[config.mk]
export PLATFORM = sky130hd
export DESIGN_NAME = pwm_slice
export DESIGN_NICKNAME = d
export VERILOG_FILES = /design/src/verilog/pwm_pkg.sv /design/src/verilog/pwm_time_if.sv /design/src/verilog/pwm_timebase.sv /design/src/verilog/ext_reset_sync.sv /design/src/verilog/pwm_slice.sv
export SDC_FILE = /design/constraint.sdc
export NUM_CORES = 1
export LEC_CHECK = 0
export BUFFER_PORTS_ARGS = -buffer_cell sky130_fd_sc_hd__buf_2
export CAP_MARGIN = 0
export CORE_ASPECT_RATIO = 1.5
export CORE_MARGIN = 2
export CORE_UTILIZATION = 30
export DETAILED_ROUTE_END_ITERATION = 10
export PLACE_DENSITY = 0.56
export SYNTH_ARGS = -nofsm -noshare
export SYNTH_HDL_FRONTEND = slang
export SYNTH_SLANG_ARGS = --single-unit
[constraint.sdc]
create_clock -name hclk -period 7.15 [get_ports hclk]
set_input_delay 0.3575 -clock hclk [delete_from_list [all_inputs] [get_ports hclk]]
set_output_delay 0.3575 -clock hclk [all_outputs]
set_load 0.03 [all_outputs]
[src/verilog/pwm_pkg.sv]
// Purpose: shared constants and types of the single-slice pwm block
// Assumes: register index times four is the byte address on the bus
// Notes: offsets are word indices, data sits in the low byte
package pwm_pkg;
	// register indices
	localparam logic [11:0] IDX_PERIOD_LO = 12'h48f;
	localparam logic [11:0] IDX_PERIOD_HI = 12'h490;
	localparam logic [11:0] IDX_PRESCALE = 12'h491;
	localparam logic [11:0] IDX_IRQ_FLAGS = 12'h493;
	localparam logic [11:0] IDX_IRQ_ENABLE = 12'h494;
	localparam logic [11:0] IDX_CONTROL = 12'h495;
	localparam logic [11:0] IDX_CONFIG = 12'h496;
	localparam logic [11:0] IDX_P1_LO = 12'h497;
	localparam logic [11:0] IDX_P1_HI = 12'h498;
	localparam logic [11:0] IDX_P2_LO = 12'h499;
	localparam logic [11:0] IDX_P2_HI = 12'h49a;
	// control fields
	localparam int CTL_EN = 7;
	localparam int CTL_LD = 2;
	localparam int CTL_POL = 1;
	localparam int CTL_NOW = 0;
	// config fields
	localparam int CFG_OUT_ONE_POLARITY = 6;
	localparam int CFG_PUSH_PULL_ENABLE = 3;
	localparam logic [7:0] CFG_MASK = 8'hcf;
	// irq fields
	localparam int IRQ_P1 = 0;
	// reset values
	localparam logic [7:0] RST_BYTE = 8'h00;
	localparam logic [15:0] RST_WORD = 16'h0000;
	localparam logic [1:0] RST_IRQ = 2'h0;
	typedef enum logic [2:0] {
		MODE_LEFT = 3'h0,
		MODE_RIGHT = 3'h1,
		MODE_CENTER = 3'h2,
		MODE_VARIABLE = 3'h3,
		MODE_CMP_SET = 3'h4,
		MODE_CMP_TOGGLE = 3'h5
	} mode_t;
	typedef enum logic [1:0] {
		RUN_ACTIVE = 2'h0,
		RUN_DRAIN = 2'h1,
		RUN_STOPPED = 2'h3
	} run_t;
endpackage

[src/verilog/pwm_time_if.sv]
// Purpose: carries the time base between the slice and its timer
// Assumes: one clock domain
// Notes: tick marks one pwm clock
`timescale 1ns/1ps
interface pwm_time_if;
	logic run;
	logic [7:0] prescale;
	logic [15:0] period;
	logic tick;
	logic period_end;
	logic [15:0] timer;
	modport source (input run, input prescale, input period,
		output tick, output period_end, output timer);
	modport user (output run, output prescale, output period,
		input tick, input period_end, input timer);
endinterface

[src/verilog/pwm_timebase.sv]
// Purpose: prescaler and period counter of the pwm
// Assumes: run low clears both counters
// Notes: a period of zero behaves as one pwm clock
`timescale 1ns/1ps
module pwm_timebase (
	// clock and reset
	input wire logic hclk,
	input wire logic hresetn,
	// time base
	pwm_time_if.source t
);
	logic [7:0] pre_q, pre_d;
	logic [15:0] tmr_q, tmr_d;
	logic tick_c;
	logic [15:0] last;
	assign tick_c = t.run && (pre_q == t.prescale);
	assign last = (t.period == 16'h0000) ? 16'h0000 : t.period - 16'h0001;
	assign t.tick = tick_c;
	assign t.timer = tmr_q;
	assign t.period_end = tick_c && (tmr_q >= last);
	always_comb begin
		pre_d = pre_q + 8'h01;
		tmr_d = tmr_q;
		if (!t.run) begin
			pre_d = 8'h00;
			tmr_d = 16'h0000;
		end else if (tick_c) begin
			pre_d = 8'h00;
			tmr_d = (tmr_q >= last) ? 16'h0000 : tmr_q + 16'h0001;
		end
	end
	always_ff @(posedge hclk or negedge hresetn) begin
		if (!hresetn) begin
			pre_q <= 8'h00;
			tmr_q <= 16'h0000;
		end else begin
			pre_q <= pre_d;
			tmr_q <= tmr_d;
		end
	end
endmodule

[src/verilog/ext_reset_sync.sv]
// Purpose: brings the external reset pin into hclk and applies its polarity
// Assumes: pin is asynchronous to hclk
// Notes: only the second stage is looked at
`timescale 1ns/1ps
module ext_reset_sync (
	// clock and reset
	input wire logic hclk,
	input wire logic hresetn,
	// pin and setting
	input wire logic pin,
	input wire logic active_low,
	output logic active
);
	logic s1_q, s2_q;
	always_ff @(posedge hclk or negedge hresetn) begin
		if (!hresetn) begin
			s1_q <= 1'b0;
			s2_q <= 1'b0;
		end else begin
			s1_q <= pin;
			s2_q <= s1_q;
		end
	end
	assign active = s2_q ^ active_low;
endmodule

[src/verilog/pwm_slice.sv]
// Purpose: control, mode logic and ahb-lite registers of one pwm slice
// Assumes: single slave on the bus, whole-word single transfers
// Notes: reads take one wait state so a write just before is seen
// Functional notes
// - enable bit 1 gates parameter two irq, bit 0 parameter one
// - enable low resets internal logic, outputs idle, registers kept
// - reload request copies period and parameters at period event, then clears
// - polarity bit one makes external reset active low, else high
// - immediate option stops counter next pwm clock, outputs inactive
// - otherwise counter finishes period, then stops, outputs inactive
// - polarity bit one makes the output low true; bit 7 two, 6 one
// - push-pull alternates the active output each period
// - mode field: left, right, center, variable aligned for both outputs
// - mode 101 toggles an output when timer equals its parameter
// - mode 100 sets an output high when timer equals its parameter
// - reserved modes 11x hold both outputs in reset state
// - compare match event when timer equals the 16-bit parameter
// - variable mode drives both outputs high at parameter one match
// - variable mode drives both outputs low at parameter two match
// - center mode: active twice the parameter, centred on period event
// - right mode: active parameter clocks at the end of the period
// - left mode: active parameter clocks at the start of the period
// - each parameter has separate low and high byte registers
// - flag events: match, output change, or pulse edge depending on mode
// - period counts period value pwm clocks of source over prescale plus one
`timescale 1ns/1ps
module pwm_slice (
	// clock and reset
	input wire logic hclk,
	input wire logic hresetn,
	// ahb-lite slave
	input wire logic hsel,
	input wire logic [31:0] haddr,
	input wire logic [1:0] htrans,
	input wire logic hwrite,
	input wire logic [2:0] hsize,
	input wire logic [31:0] hwdata,
	input wire logic hready,
	output logic [31:0] hrdata,
	output logic hreadyout,
	output logic hresp,
	// pins
	input wire logic ext_reset_in,
	output logic slice_out_one,
	output logic slice_out_two,
	output logic irq
);
	pwm_time_if t();

	// bus state
	logic wr_pend_q, wr_pend_d, rd_pend_q, rd_pend_d;
	logic [11:0] addr_q, addr_d;
	logic hreadyout_q, hreadyout_d;
	logic [31:0] hrdata_q, hrdata_d;
	logic accept;
	logic [7:0] wbyte, rbyte;

	// software registers
	logic [15:0] pr_q, pr_d;
	logic [7:0] pre_q, pre_d;
	logic [1:0] flags_q, flags_d, gie_q, gie_d;
	logic en_q, en_d, ld_q, ld_d, erpol_q, erpol_d, now_q, now_d;
	logic [7:0] cfg_q, cfg_d;
	logic [15:0] p1_q, p1_d, p2_q, p2_d;

	// active buffers and slice state
	logic [15:0] pr_act_q, pr_act_d;
	logic [15:0] p_act_q [2];
	logic [15:0] p_act_d [2];
	pwm_pkg::run_t run_q, run_d;
	logic phase_q, phase_d;
	logic [1:0] lvl_q, lvl_d, pin_q, pin_d, ev, match;
	logic irq_q, irq_d;
	logic reload, ext_act, stopped;
	pwm_pkg::mode_t mode;

	assign mode = pwm_pkg::mode_t'(cfg_q[2:0]);
	assign accept = hsel && htrans[1] && hready;
	assign wbyte = hwdata[7:0];
	// software load is kept pending until the counter wraps
	assign reload = en_q && ld_q && t.period_end;
	assign stopped = (run_q == pwm_pkg::RUN_STOPPED);

	ext_reset_sync u_ers (
		.hclk(hclk),
		.hresetn(hresetn),
		.pin(ext_reset_in),
		.active_low(erpol_q),
		.active(ext_act)
	);

	pwm_timebase u_tb (
		.hclk(hclk),
		.hresetn(hresetn),
		.t(t)
	);
	assign t.run = en_q && !stopped;
	assign t.prescale = pre_q;
	assign t.period = pr_act_q;

	// bus handshake: a read waits one cycle for its data
	always_comb begin
		wr_pend_d = accept && hwrite;
		rd_pend_d = accept && !hwrite;
		addr_d = accept ? haddr[13:2] : addr_q;
		hreadyout_d = !(accept && !hwrite);
		hrdata_d = rd_pend_q ? {24'h000000, rbyte} : hrdata_q;
	end
	always_ff @(posedge hclk or negedge hresetn) begin
		if (!hresetn) begin
			wr_pend_q <= 1'b0;
			rd_pend_q <= 1'b0;
			addr_q <= 12'h000;
			hreadyout_q <= 1'b1;
			hrdata_q <= 32'h00000000;
		end else begin
			wr_pend_q <= wr_pend_d;
			rd_pend_q <= rd_pend_d;
			addr_q <= addr_d;
			hreadyout_q <= hreadyout_d;
			hrdata_q <= hrdata_d;
		end
	end
	assign hrdata = hrdata_q;
	assign hreadyout = hreadyout_q;
	assign hresp = 1'b0;

	// read mux, unmapped reads as zero
	always_comb begin
		unique case (addr_q)
			pwm_pkg::IDX_PERIOD_LO: rbyte = pr_q[7:0];
			pwm_pkg::IDX_PERIOD_HI: rbyte = pr_q[15:8];
			pwm_pkg::IDX_PRESCALE: rbyte = pre_q;
			pwm_pkg::IDX_IRQ_FLAGS: rbyte = {6'h00, flags_q};
			pwm_pkg::IDX_IRQ_ENABLE: rbyte = {6'h00, gie_q};
			pwm_pkg::IDX_CONTROL: rbyte = {en_q, 4'h0, ld_q, erpol_q, now_q};
			pwm_pkg::IDX_CONFIG: rbyte = cfg_q;
			pwm_pkg::IDX_P1_LO: rbyte = p1_q[7:0];
			pwm_pkg::IDX_P1_HI: rbyte = p1_q[15:8];
			pwm_pkg::IDX_P2_LO: rbyte = p2_q[7:0];
			pwm_pkg::IDX_P2_HI: rbyte = p2_q[15:8];
			default: rbyte = 8'h00;
		endcase
	end

	// register file; hardware sets win over software writes
	always_comb begin
		pr_d = pr_q;
		pre_d = pre_q;
		gie_d = gie_q;
		en_d = en_q;
		erpol_d = erpol_q;
		now_d = now_q;
		cfg_d = cfg_q;
		p1_d = p1_q;
		p2_d = p2_q;
		flags_d = flags_q;
		ld_d = reload ? 1'b0 : ld_q;
		if (wr_pend_q) begin
			unique case (addr_q)
				pwm_pkg::IDX_PERIOD_LO: pr_d[7:0] = wbyte;
				pwm_pkg::IDX_PERIOD_HI: pr_d[15:8] = wbyte;
				pwm_pkg::IDX_PRESCALE: pre_d = wbyte;
				pwm_pkg::IDX_IRQ_FLAGS: flags_d = wbyte[1:0];
				pwm_pkg::IDX_IRQ_ENABLE: gie_d = wbyte[1:0];
				pwm_pkg::IDX_CONTROL: begin
					en_d = wbyte[pwm_pkg::CTL_EN];
					ld_d = wbyte[pwm_pkg::CTL_LD];
					erpol_d = wbyte[pwm_pkg::CTL_POL];
					now_d = wbyte[pwm_pkg::CTL_NOW];
				end
				// masked to the defined fields, otherwise taken as is
				pwm_pkg::IDX_CONFIG: cfg_d = wbyte & pwm_pkg::CFG_MASK;
				pwm_pkg::IDX_P1_LO: p1_d[7:0] = wbyte;
				pwm_pkg::IDX_P1_HI: p1_d[15:8] = wbyte;
				pwm_pkg::IDX_P2_LO: p2_d[7:0] = wbyte;
				pwm_pkg::IDX_P2_HI: p2_d[15:8] = wbyte;
				default: ;
			endcase
		end
		flags_d = flags_d | ev;
	end
	always_ff @(posedge hclk or negedge hresetn) begin
		if (!hresetn) begin
			pr_q <= pwm_pkg::RST_WORD;
			pre_q <= pwm_pkg::RST_BYTE;
			flags_q <= pwm_pkg::RST_IRQ;
			gie_q <= pwm_pkg::RST_IRQ;
			en_q <= 1'b0;
			ld_q <= 1'b0;
			erpol_q <= 1'b0;
			now_q <= 1'b0;
			cfg_q <= pwm_pkg::RST_BYTE;
			p1_q <= pwm_pkg::RST_WORD;
			p2_q <= pwm_pkg::RST_WORD;
		end else begin
			pr_q <= pr_d;
			pre_q <= pre_d;
			flags_q <= flags_d;
			gie_q <= gie_d;
			en_q <= en_d;
			ld_q <= ld_d;
			erpol_q <= erpol_d;
			now_q <= now_d;
			cfg_q <= cfg_d;
			p1_q <= p1_d;
			p2_q <= p2_d;
		end
	end

	// active buffers, run state and push-pull phase
	always_comb begin
		pr_act_d = pr_act_q;
		p_act_d[0] = p_act_q[0];
		p_act_d[1] = p_act_q[1];
		// while disabled the buffers track the registers
		if (!en_q || reload) begin
			pr_act_d = pr_q;
			p_act_d[0] = p1_q;
			p_act_d[1] = p2_q;
		end
		phase_d = en_q ? (phase_q ^ t.period_end) : 1'b0;
		run_d = run_q;
		if (!en_q) begin
			run_d = pwm_pkg::RUN_ACTIVE;
		end else begin
			unique case (run_q)
				pwm_pkg::RUN_ACTIVE: begin
					if (ext_act && now_q && t.tick) begin
						run_d = pwm_pkg::RUN_STOPPED;
					end else if (ext_act && !now_q) begin
						run_d = pwm_pkg::RUN_DRAIN;
					end
				end
				pwm_pkg::RUN_DRAIN: begin
					if (t.period_end) begin
						run_d = pwm_pkg::RUN_STOPPED;
					end
				end
				pwm_pkg::RUN_STOPPED: begin
					if (!ext_act) begin
						run_d = pwm_pkg::RUN_ACTIVE;
					end
				end
				default: run_d = pwm_pkg::RUN_ACTIVE;
			endcase
		end
	end
	always_ff @(posedge hclk or negedge hresetn) begin
		if (!hresetn) begin
			pr_act_q <= pwm_pkg::RST_WORD;
			p_act_q[0] <= pwm_pkg::RST_WORD;
			p_act_q[1] <= pwm_pkg::RST_WORD;
			phase_q <= 1'b0;
			run_q <= pwm_pkg::RUN_ACTIVE;
		end else begin
			pr_act_q <= pr_act_d;
			p_act_q[0] <= p_act_d[0];
			p_act_q[1] <= p_act_d[1];
			phase_q <= phase_d;
			run_q <= run_d;
		end
	end

	// per-output level, event and pin
	for (genvar i = 0; i < 2; i++) begin : g_out
		logic late, gate;
		assign match[i] = t.tick && (t.timer == p_act_q[i]);
		assign late = ({1'b0, t.timer} + {1'b0, p_act_q[i]}) >= {1'b0, pr_act_q};
		// alternating gate, applied to the level in every mode when push-pull is on
		assign gate = cfg_q[pwm_pkg::CFG_PUSH_PULL_ENABLE] ? (phase_q == i[0]) : 1'b1;
		always_comb begin
			lvl_d[i] = lvl_q[i];
			ev[i] = 1'b0;
			if (!en_q || stopped) begin
				lvl_d[i] = 1'b0;
			end else begin
				unique case (mode)
					pwm_pkg::MODE_LEFT: lvl_d[i] = t.timer < p_act_q[i];
					pwm_pkg::MODE_RIGHT: lvl_d[i] = late;
					pwm_pkg::MODE_CENTER: lvl_d[i] = late || (t.timer < p_act_q[i]);
					pwm_pkg::MODE_VARIABLE: begin
						if (match[1]) begin
							lvl_d[i] = 1'b0;
						end else if (match[0]) begin
							lvl_d[i] = 1'b1;
						end
					end
					pwm_pkg::MODE_CMP_SET: lvl_d[i] = lvl_q[i] | match[i];
					pwm_pkg::MODE_CMP_TOGGLE: lvl_d[i] = lvl_q[i] ^ match[i];
					default: lvl_d[i] = 1'b0;
				endcase
				unique case (mode)
					pwm_pkg::MODE_LEFT: ev[i] = lvl_q[i] && !lvl_d[i];
					pwm_pkg::MODE_RIGHT: ev[i] = !lvl_q[i] && lvl_d[i];
					pwm_pkg::MODE_CENTER: ev[i] = lvl_q[i] != lvl_d[i];
					pwm_pkg::MODE_VARIABLE, pwm_pkg::MODE_CMP_SET,
					pwm_pkg::MODE_CMP_TOGGLE: ev[i] = match[i];
					default: ev[i] = 1'b0;
				endcase
			end
			// gate the next level, not the registered one, so a pulse never spills past a wrap
			pin_d[i] = (lvl_d[i] && gate) ^ cfg_q[pwm_pkg::CFG_OUT_ONE_POLARITY + i];
		end
		always_ff @(posedge hclk or negedge hresetn) begin
			if (!hresetn) begin
				lvl_q[i] <= 1'b0;
				pin_q[i] <= 1'b0;
			end else begin
				lvl_q[i] <= lvl_d[i];
				pin_q[i] <= pin_d[i];
			end
		end
	end

	assign irq_d = |(flags_q & gie_q);
	always_ff @(posedge hclk or negedge hresetn) begin
		if (!hresetn) begin
			irq_q <= 1'b0;
		end else begin
			irq_q <= irq_d;
		end
	end
	assign irq = irq_q;
	assign slice_out_one = pin_q[0];
	assign slice_out_two = pin_q[1];
endmodule

==> results.txt, run 1 <==
Met1 global-route usage -> 16.92%
Worst Setup Start Kind -> register
Layout net count -> 1381
Max-slew violation count -> 0
Die height -> 245.7 um
Worst EP arrival -> 6.12 ns
Hold Path Class -> in -> async
Initial core utilization -> 30.41%
Final worst path period share -> 81.04%
Number of antenna-violating nets in the routed design -> 0
Post_cts resized -> 0
Core area -> 0.03843 mm^2
# clock sinks -> 175
Seq/Total Area, Yosys -> 37.48%
Initial antenna violation count -> 0
DRC viols -> 0
Post-layout min period -> 5.794 ns
GPL Wtd Cong -> 0.8961
Most frequent cells in the layout -> dfrtp_1, ha_1, mux2_2
Reported max-cap violation count -> 0
Run status -> completed
Cells after Synth -> 1157
Clock slew at reported path FFs -> 0.07 ns
PortBufs -> 38
First-pass GRT wire length -> 49980 um
Synthesis-to-layout area growth -> 10.37%
DP Wirelength -> 25440 um
Final hold vios -> 0
Slowest-stage cell, CP -> o41ai_1
CTS tree -> built
Met2 Track Usage GR -> 30.54%
GRT Util Overall -> 16.55%
CP top delay family -> compound AO/OA/AOI/OAI gates
WP data required -> 7.48 ns
Crit path capture type -> register
Worst path bufs/invs -> 1
Number of global-route vias before repair -> 8893
I/O pins -> 112
Layout cell share with drive strength beyond 1 -> 18.61%
Placed cell area -> 0.01228 mm^2
Worst skew pair latency -> 0.45 ns
Final non-filler cell area -> 0.01290 mm^2
Share of flip-flops with an asynchronous set or reset -> 100.0%
Critical path class -> reg -> reg
Vias post-DR -> 8696
Iter 0 DRT Violations -> 466
Met3 Use GR -> 2.328%
EDFF count, synth -> 0
Worst slew pin tran -> 1.095 ns
Cts hold-fix bufs -> 1
Pleak -> 0.005971 uW
DRT Pass-1 Iters -> 6
Largest net degree at the start of global routing -> 102
Netlist cell types -> 72
Setup Buffers After CTS -> 0
Longest Clk Path Bufs -> 2
Relative slew slack -> 26.82%
Synthesis-stage register bit count -> 175
Clk_skew -> 0.009928 ns
Gr ovfl total -> 0
Vias/cell -> 5.133
Grt peak-use layer -> met2
Setup Total Neg Slack -> 0 ns
RSZ-0062 raised after global routing -> false
Most common cell after layout, fill and taps aside -> dfrtp_1
Sw Share -> 31.60%
Final setup viols -> 0
Clk Tree Root Cell -> clkbuf_16
Rows -> 88
Pint -> 1785 uW
Worst path max stage delay -> 0.65 ns
Clk pwr share -> 37.5%
Max VDD drop -> 0.1921 mV
Gate power share -> 18.2%
Syn avg cell area -> 10.10 um^2
CP Max Fanout -> 8
Fmax -> 172.6 MHz
Die width -> 165.2 um
WL per Instance -> 19.15 um
CTS buffer count -> 17
Worst-path cell chain -> inv_1, fa_1, nor2_1, o311a_1, nor2_1, o41ai_1, a21o_1, a21o_1, or4_1, nand3_1, ha_1, a21o_1, a211o_1, a2111oi_0, a21oi_1, a211o_1, a21oi_1, ha_1, nor2_1, o21ai_0, a21oi_1, o21ai_0, o311ai_0
Flop pwr share -> 44.2%
Warnings, synthesis -> 0
Main synth FF type -> dfrtp_1
H-tree depth -> 4
Switching pwr -> 824.6 uW
Full die area -> 0.04059 mm^2
Synth Cell Area -> 0.01169 mm^2
Aggregate routed wire length -> 32440 um
PwrDens -> 202.3 mW/mm^2
## power groups by stage
| stage | Clock (uW) | Combinational, uW | Sequential, uW |
|---|---|---|---|
| after floorplan | 0 | 344 | 1150 |
| after global placement | 0 | 470 | 1170 |
| after detailed placement | 0 | 479 | 1170 |
| after CTS | 1000 | 482 | 1150 |
| after global routing | 1040 | 528 | 1160 |
| final | 979 | 476 | 1150 |
## kinds of logic after synthesis
kind of cell             share of synthesized area [%]
AND/OR/NAND/NOR                                  12.59
adder cells (fa/ha/maj)                          13.08
multiplexers                                     14.70
AO/OA/AOI/OAI                                    11.80
other                                          0.03209
buffers and inverters                            6.049
flip-flops                                       37.48
XOR/XNOR                                         4.272
## worst register-to-register path, delay by kind of cell, from the launching register on
family	cells	cell delay [ns]
buffers and inverters	1	0.17
DFF	1	0.50
and+or+nand+nor	5	0.57
adders and majority gates	3	1.09
AOI/OAI and AO/OA	14	3.36
## cell usage after synthesis, types with 21 or more instances
library cell / count / area [um^2]
o21ai_0: 31 / 155.2
a21oi_1: 70 / 350.3
nor2_1: 72 / 270.3
mux2_2: 113 / 1272
xnor2_1: 25 / 219.0
dfrtp_1: 174 / 4354
inv_1: 92 / 345.3
clkbuf_1: 21 / 78.83
xor2_1: 32 / 280.3
nand3_1: 38 / 190.2
nand2_1: 76 / 285.3
buf_4: 25 / 187.7
ha_1: 119 / 1489
nor3_1: 27 / 135.1
## sequential cells by signal, indices dropped and copies added (netlist names), 2 cells and up
register and count:
addr_q 12, cfg_q 6, flags_q 2, gie_q 2
hrdata 8, lvl_q 2, p1_q 16, p2_q 16
p_act_q 32, pr_act_q 16, pr_q 16, pre_q 8
run_q 2, u_tb.pre_q 8, u_tb.t.timer 16
## final timing paths
| path | startpoint | cells past startpoint | slack, ns | end |
|---|---|---|---|---|
| min reg2reg | u_ers.s1_q | 0 | 0.35 | u_ers.s2_q |
| min in group hclk | haddr[9] | 2 | 0.13 | addr_q[7] |
| min | hresetn | 1 | 0.03 | irq |
| max in group asynchronous | hresetn | 2 | 5.60 | p1_q[6] |
| max reg2reg | u_tb.t.timer[1] | 23 | 1.36 | flags_q[0] |
| max | u_tb.t.timer[1] | 23 | 1.36 | flags_q[0] |
## per-stage QoR
stage | instances | total power, uW | utilization [%] | hold WS [ns] | setup slack [ns]
final | 1694 | 2610 | 33.57 | 0.02664 | 1.356
after global routing | 1693 | 2736 | 33.56 | 0.1082 | 0.9833
after CTS | 1693 | 2640 | 33.56 | 0.06488 | 1.349
after detailed placement | 1660 | 1652 | 31.96 | 0.3404 | 1.391
after global placement | 1660 | 1641 | 31.96 | 0.3407 | 1.426
after floorplan | 1181 | 1493 | - | 0.06191 | 2.373
## layout make-up
type	instances	area [um^2]
tap	495	619.3
inverter	93	349.1
clock inverter	14	176.4
sequential	175	4380
antenna	1	2.502
clock buffer	18	429.2
timing repair buffer	45	251.5
multi-input combinational	853	6691
fill	3927	25530
## layer usage
| metal | up-vias | wire, um |
|---|---|---|
| met2 | 193 | 17280 |
| met3 | 81 | 891 |
| met4 | 0 | 2083 |
| met1 | 4286 | 12180 |
| li1 | 4136 | - |
| met5 | - | 0 |
Power figures use the tool's default switching activity.
==> run 2, diff against run 1 <==
--- a/config.mk
+++ b/config.mk
@@ -5,6 +5,7 @@
 export SDC_FILE = /design/constraint.sdc
 export NUM_CORES = 1
 export LEC_CHECK = 0
+export ABC_AREA = 1
 export BUFFER_PORTS_ARGS = -buffer_cell sky130_fd_sc_hd__buf_2
 export CAP_MARGIN = 0
 export CORE_ASPECT_RATIO = 1.5
==> constraint.sdc (replaced) <==
create_clock -name hclk -period 6 [get_ports hclk]
set_input_delay 0.3 -clock hclk [delete_from_list [all_inputs] [get_ports hclk]]
set_output_delay 0.3 -clock hclk [all_outputs]
set_load 0.03 [all_outputs]
==> run 2 against run 1 <==
Die area increased by 0.75%; combinational power increased by 130%; global-route usage increased by 0.60 points.
==> results.txt, run 2 <==
# clock sinks -> 175 (unchanged)
WL per Instance -> 16.85 um (-12%)
CP Depth -> 27 (+17%)
Setup Buffers After CTS -> 0 (unchanged)
Tot Pwr -> 3538 uW (+36%)
PortBufs -> 38 (unchanged)
I/O pins -> 112 (unchanged)
Max VDD drop -> 0.1364 mV (-29%)
Final worst path period share -> 78.43% (-2.6 points)
Initial core utilization -> 30.47% (+0.057 points)
Number of antenna-violating nets in the routed design -> 0 (unchanged)
Hold Path Class -> in -> reg
Crit path from -> u_tb.t.timer[1]
Synth Cell Area -> 0.01178 mm^2 (+0.76%)
Pleak -> 0.006799 uW (+14%)
Most frequent cells in the layout -> nand2_1, inv_1, dfrtp_1
Crit path capture type -> register
RSZ-0062 raised after global routing -> false
R2R Path Start -> u_tb.t.timer[1]
Main synth FF type -> dfrtp_1
DRC viols -> 0 (unchanged)
Worst path bufs/invs -> 4 (+3)
CP Max Fanout -> 7 (-1)
FF-to-FF path depth -> 27 (+17%)
GRT Util Overall -> 17.15% (+0.60 points)
Longest Clk Path Bufs -> 2 (unchanged)
Top-area cell type share of the netlist area -> 36.97% (-0.28 points)
EDFF count, synth -> 0 (unchanged)
Synth area leaders -> dfrtp_1, ha_1, nand2_1
Full die area -> 0.04089 mm^2 (+0.75%)
Post-synth top area cell -> dfrtp_1
GPL Wtd Cong -> 0.8933 (-0.31%)
FF/Latch Area -> 0.004380 mm^2 (unchanged)
Layout net count -> 1715 (+24%)
Cells after Synth -> 1485 (+28%)
Dpl ws -> 1.281 ns (-0.1106 ns)
Critical path class -> reg -> reg
Aggregate routed wire length -> 34150 um (+5.3%)
Clk Tree Root Cell -> clkbuf_16
Core area -> 0.03865 mm^2 (+0.57%)
Hold depth -> 2
Area of the multi-input gates -> 0.006390 mm^2 (-4.5%)
Warnings, synthesis -> 0 (unchanged)
Number of global-route vias before repair -> 9848 (+11%)
# diodes -> 0 (-1)
HP Start -> hwrite
Clock slew at reported path FFs -> 0.07 ns (about the same)
Syn avg cell area -> 7.930 um^2 (-21%)
Netlist cell types -> 49 (-32%)
Die width -> 165.8 um (+0.37%)
Layout cell share with drive strength beyond 1 -> 9.269% (-9.3 points)
Most common cell in the netlist -> nand2_1
Largest net degree at the start of global routing -> 87 (-15%)
CTS buffer count -> 17 (unchanged)
Top reg by flops -> p_act_q
Seq/Total Area, Yosys -> 37.20% (-0.28 points)
Fmax -> 212.5 MHz (+23%)
PwrDens -> 273.3 mW/mm^2 (+35%)
H-tree depth -> 4 (unchanged)
Synthesis-stage register bit count -> 175 (unchanged)
DRT Pass-1 Iters -> 5 (-1)
Worst skew pair latency -> 0.45 ns (about the same)
Layout fillers -> 4114 (+4.8%)
First-pass GRT wire length -> 53700 um (+7.4%)
Iter 0 DRT Violations -> 433 (-7.1%)
CTS tree -> built
Gr ovfl total -> 0 (unchanged)
Worst Setup Start Kind -> register
Worst EP arrival -> 5.10 ns (-1.02 ns)
Die height -> 246.7 um (+0.37%)
Share of flip-flops with an asynchronous set or reset -> 100.0% (unchanged)
Max reg flops -> 32 (unchanged)
CP top delay family -> simple AND/OR/NAND/NOR gates
WP data required -> 6.40 ns (-1.08 ns)
CP most frequent cell -> nand2_1
Post-layout min period -> 4.706 ns (-1.088 ns)
Final hold vios -> 0 (unchanged)
Slowest-stage cell, CP -> dfrtp_1
Post_cts resized -> 0 (unchanged)
Worst path max stage delay -> 0.50 ns (-0.15 ns)
Clk_skew -> 0.008656 ns (-0.001273 ns)
Setup Total Neg Slack -> 0 ns (unchanged)
Max-slew violation count -> 0 (unchanged)
Reported max-cap violation count -> 0 (unchanged)
Most common cell after layout, fill and taps aside -> nand2_1
Synth top cells by count -> nand2_1, inv_1, dfrtp_1
Vias/cell -> 4.846 (-5.6%)
Rows -> 88 (unchanged)
Initial antenna violation count -> 0 (unchanged)
Util after Layout -> 33.49% (-0.078 points)
Final setup viols -> 0 (unchanged)
Synthesis-to-layout area growth -> 9.913%
Relative slew slack -> 40.14% (+13 points)
Run status -> completed
DP Wirelength -> 27540 um (+8.3%)
Worst slew pin tran -> 0.8946 ns (-0.2004 ns)
Final worst slack -> 1.294 ns (-0.06153 ns)
Cts hold-fix bufs -> 2 (+1)
Vias post-DR -> 9822 (+13%)
run 2: cell count changes after synthesis, moves of 15 or more:
| cell | delta |
|---|---|
| nand2_1 | +275 |
| mux2_2 | -101 |
| inv_1 | +92 |
| o21ai_0 | +83 |
| nor2_1 | +42 |
| o21ai_2 | +40 |
| nand3_1 | +26 |
| xnor2_1 | -21 |
| mux2_4 | -20 |
| xor2_1 | +17 |
| nand4_1 | +15 |
run 2: logic make-up (layout without fill, tap and decap cells):
logic type / count (synthesis) / in the layout / synth area share [%]
buf+inv: 248 / 271 / 9.307
simple gates: 593 / 593 / 21.14
xor+xnor: 53 / 53 / 3.942
other cells: 1 / 25 / 0.03184
fa+ha+maj: 121 / 121 / 12.98
mux: 12 / 12 / 1.147
flops: 175 / 175 / 37.20
compound gates: 282 / 282 / 14.25
run 2: path summary, 6_finish.rpt:
check	to	slack, ns
worst max-delay path	flags_q[0]	1.29
worst min-delay path	rd_pend_q	0.02
worst max register to register	flags_q[0]	1.29
worst min register to register	u_ers.s2_q	0.35
max in group asynchronous	pr_q[4]	4.40
min in group asynchronous	addr_q[9]	0.44
run 2: report_power, final:
group | total [uW] | switching [uW] | internal (uW)
logic | 1110 | 747 | 368
registers | 1320 | 64.1 | 1250
clock network | 1110 | 522 | 584
run 2: final cells by class:
| cell class | instances | share of cell area (%) |
|---|---|---|
| clock inverters | 15 | 1.160 |
| flip-flops and latches | 175 | 33.84 |
| multi-input cells | 1086 | 49.37 |
| clock buffers | 17 | 3.287 |
| repair buffers | 44 | 1.904 |
| inverters | 195 | 5.655 |
| well taps | 495 | 4.785 |
run 2: metrics by stage:
| step | instances | area [um^2] | hold slack (ns) |
|---|---|---|---|
| 3_5_place_dp | 1993 | 12350 | 0.3372 |
| 3_3_place_gp | 1993 | 12350 | 0.3353 |
| 6_report | 2027 | 12940 | 0.01804 |
| 4_1_cts | 2027 | 12940 | 0.005121 |
| 5_1_grt | 2027 | 12940 | 0.02948 |
| 2_1_floorplan | 1509 | 11870 | 0.004409 |
run 2: worst reg2reg max path: cells and delay by family (launching register included):
kind	cells	cell delay, ns
AOI/OAI and AO/OA	5	1.02
xor gates and xnor gates	1	0.16
adders and majority gates	3	1.03
buffers and inverters	4	0.39
DFF	1	0.50
and+or+nand+nor	14	1.54
run 2: layer usage:
layer | wire length (um) | track usage, % | up-vias
met5 | 0 | 0 | -
met4 | 2234 | 10.69 | 0
met3 | 958 | 2.097 | 84
met2 | 18450 | 33.26 | 232
met1 | 12510 | 17.31 | 4607
li1 | - | - | 4899
==> run 3, diff against run 2 <==
--- a/config.mk
+++ b/config.mk
@@ -12,7 +12,7 @@
 export CORE_MARGIN = 2
 export CORE_UTILIZATION = 30
 export DETAILED_ROUTE_END_ITERATION = 10
-export PLACE_DENSITY = 0.56
+export PLACE_DENSITY = 0.58
 export SYNTH_ARGS = -nofsm -noshare
 export SYNTH_HDL_FRONTEND = slang
 export SYNTH_SLANG_ARGS = --single-unit
==> constraint.sdc (replaced) <==
create_clock -name hclk -period 3.9 [get_ports hclk]
set_input_delay 0.195 -clock hclk [delete_from_list [all_inputs] [get_ports hclk]]
set_output_delay 0.195 -clock hclk [all_outputs]
set_load 0.03 [all_outputs]
==> run 3 against run 2 <==
The run now ends with negative setup slack left; die area unchanged; sequential share of layout area is 3.0 points lower; register-to-register slack worse by 1.4 ns; design area rose by 9.6%; non-clock buffer count is 112 higher; count of clock-buffer cells in the layout rose by 6; critical path depth increased by 2; core utilization up 3.2 points; critical path type unchanged; largest power group is now combinational cells.
==> results.txt, run 3 (synthesized netlist as in run 2, its figures left out) <==
Run status -> finished with violations
Failing checks -> negative setup slack
Clk pwr share -> 30.8% (-0.5 points)
Layout net count -> 1827 (+6.5%)
Final hold vios -> 0 (unchanged)
Initial antenna violation count -> 0 (unchanged)
Top reg by flops -> p_act_q
H-tree depth -> 4 (unchanged)
FF-to-FF path depth -> 29 (+7.4%)
Worst path bufs/invs -> 5 (+1)
# clock sinks -> 175 (unchanged)
Initial core utilization -> 30.47% (unchanged)
CP top delay family -> simple AND/OR/NAND/NOR gates
PortBufs -> 38 (unchanged)
Met3 Use GR -> 2.321% (+0.22 points)
Grt peak-use layer -> met2
GRT Util Overall -> 18.25% (+1.1 points)
Number of antenna-violating nets in the routed design -> 0 (unchanged)
CTS tree -> built
Gate power share -> 34.8% (+3.3 points)
Final worst slack -> -0.1090 ns (-1.403 ns)
GPL Wtd Cong -> 0.9405 (+5.3%)
Number of global-route vias before repair -> 10510 (+6.7%)
RR Endpoint -> flags_q[0]
Worst Setup Start Kind -> register
Dpl ws -> -0.3240 ns (-1.605 ns)
Worst slew pin tran -> 0.7558 ns (-0.1388 ns)
Hold Path Class -> in -> reg
DRC viols -> 0 (unchanged)
Longest Clk Path Bufs -> 2 (unchanged)
Worst path max stage delay -> 0.39 ns (-0.11 ns)
Clk Tree Root Cell -> clkbuf_16
Relative slew slack -> 49.43% (+9.3 points)
Synthesis-to-layout area growth -> 20.51%
CTS buffer count -> 17 (unchanged)
FF/Latch Area -> 0.004380 mm^2 (unchanged)
Most common cell after layout, fill and taps aside -> nand2_1
RSZ-0062 raised after global routing -> true
WL per Instance -> 17.31 um (+2.8%)
Min Hold Slack -> 0.01053 ns (-0.007514 ns)
Worst EP arrival -> 4.36 ns (-0.74 ns)
Core area -> 0.03865 mm^2 (unchanged)
Hold depth -> 3 (+1)
CP most frequent cell -> nand2_1
First-pass GRT wire length -> 57150 um (+6.4%)
Setup Total Neg Slack -> -0.1090 ns (-0.1090 ns)
Sw Share -> 36.08% (-1.6 points)
Met2 Track Usage GR -> 35.55% (+2.3 points)
Util after Layout -> 36.72% (+3.2 points)
Die width -> 165.8 um (unchanged)
HP Start -> haddr[3]
Fmax -> 249.4 MHz (+17%)
Dpl cells -> 2084 (+4.6%)
Final setup viols -> 1 (+1)
Reported max-cap violation count -> 0 (unchanged)
Clk_skew -> 0.008312 ns (-0.0003435 ns)
Flop pwr share -> 34.4% (-2.8 points)
Max reg flops -> 32 (unchanged)
CP Max Fanout -> 3 (-4)
Vias/cell -> 4.855 (+0.20%)
Pleak -> 0.007417 uW (+9.1%)
Pint -> 3774 uW (+71%)
R2R Path Start -> u_tb.t.timer[0]
PwrDens -> 416.0 mW/mm^2 (+52%)
Gr ovfl total -> 0 (unchanged)
Area of the multi-input gates -> 0.006638 mm^2 (+3.9%)
Rows -> 88 (unchanged)
WP data required -> 4.25 ns (-2.15 ns)
Max VDD drop -> 0.3183 mV (+130%)
# diodes -> 0 (unchanged)
DRT Pass-1 Iters -> 5 (unchanged)
Full die area -> 0.04089 mm^2 (unchanged)
Layout cell share with drive strength beyond 1 -> 17.76% (+8.5 points)
Met1 global-route usage -> 18.09% (+0.78 points)
Post-layout min period -> 4.009 ns (-0.6970 ns)
Crit path capture type -> register
Die height -> 246.7 um (unchanged)
DP Wirelength -> 29330 um (+6.5%)
Slowest-stage cell, CP -> fa_2
Aggregate routed wire length -> 37030 um (+8.4%)
Most frequent cells in the layout -> nand2_1, inv_1, dfrtp_1
Critical path class -> reg -> reg
Final worst path period share -> 102.8% (+24 points)
Switching pwr -> 2130 uW (+60%)
Clock slew at reported path FFs -> 0.07 ns (about the same)
Hold Crit Endpoint -> addr_q[1]
Post-Layout Cell Count -> 2139 (+5.5%)
Worst skew pair latency -> 0.45 ns (about the same)
Max-slew violation count -> 0 (unchanged)
Layout fillers -> 3960 (-3.7%)
Largest net degree at the start of global routing -> 85 (-2.3%)
Vias post-DR -> 10390 (+5.7%)
Iter 0 DRT Violations -> 545 (+26%)
I/O pins -> 112 (unchanged)
R2r setup slk -> -0.11 ns (-1.40 ns)
run 3: cell types whose count changed in the layout (fill, tap and decap cells not counted), moves of 5 or more:
| cell | delta |
|---|---|
| buf_4 | +92 |
| dlygate4sd3_1 | +11 |
| nand2_1 | -11 |
| nand2_2 | +9 |
| o21ai_0 | -9 |
| inv_1 | -6 |
| inv_2 | +6 |
| inv_6 | -6 |
| o21ai_1 | +6 |
| a21oi_1 | -5 |
| a21oi_2 | +5 |
run 3: routing by layer:
metal / up-vias / wire [um]
met5: - / 0
met4: 0 / 2384
met3: 102 / 1130
met2: 264 / 20040
met1: 4897 / 13470
li1: 5122 / -
run 3: cell type report:
class / count / area share [%]
clock buffer: 23 / 3.439
clock inverter: 9 / 0.9258
inverter: 195 / 5.158
multi-input combinational: 1086 / 46.77
sequential: 175 / 30.87
tap: 495 / 4.364
timing repair buffer: 156 / 8.473
run 3: per-stage QoR:
step / instance area (um^2) / total power (uW)
floorplan: 11870 / 3250
global placement: 13070 / 3894
detailed placement: 13070 / 3953
CTS: 13900 / 5808
global route: 14190 / 6276
finish: 14190 / 5904
run 3: power groups by stage:
| stage | Sequential (uW) | Clock (uW) | Combinational, uW |
|---|---|---|---|
| after floorplan | 2040 | 0 | 1210 |
| after global placement | 2050 | 0 | 1840 |
| after detailed placement | 2060 | 0 | 1890 |
| after CTS | 2030 | 1850 | 1930 |
| after global routing | 2050 | 1930 | 2300 |
| final | 2030 | 1820 | 2060 |
run 3: worst max-delay path by stage:
stage	startpoint	to	slack, ns	cells past startpoint
after floorplan	u_tb.t.timer[1]	flags_q[0]	0.09	28
after global placement	u_tb.t.timer[0]	flags_q[0]	-0.26	29
after detailed placement	u_tb.t.timer[0]	flags_q[0]	-0.32	29
after CTS	u_tb.t.timer[0]	flags_q[0]	-0.005	29
after global routing	u_tb.t.timer[0]	flags_q[0]	-0.36	30
final	u_tb.t.timer[0]	flags_q[0]	-0.11	29
run 3: repair_timing:
| item | CTS | global route |
|---|---|---|
| pin swaps | 12 | 29 |
| gates cloned | 0 | 2 |
| resized for setup | 24 | 50 |
| hold buffers | 13 | 0 |
| setup buffers | 2 | 6 |
| hold endpoints to repair | 51 | 0 |
| setup endpoints to repair | 7 | 54 |
run 3: tightest hold or removal path, cell delays in order:
cell,delay (ns)
buf_2,0.08
nor2_1,0.03
a21oi_1,0.10
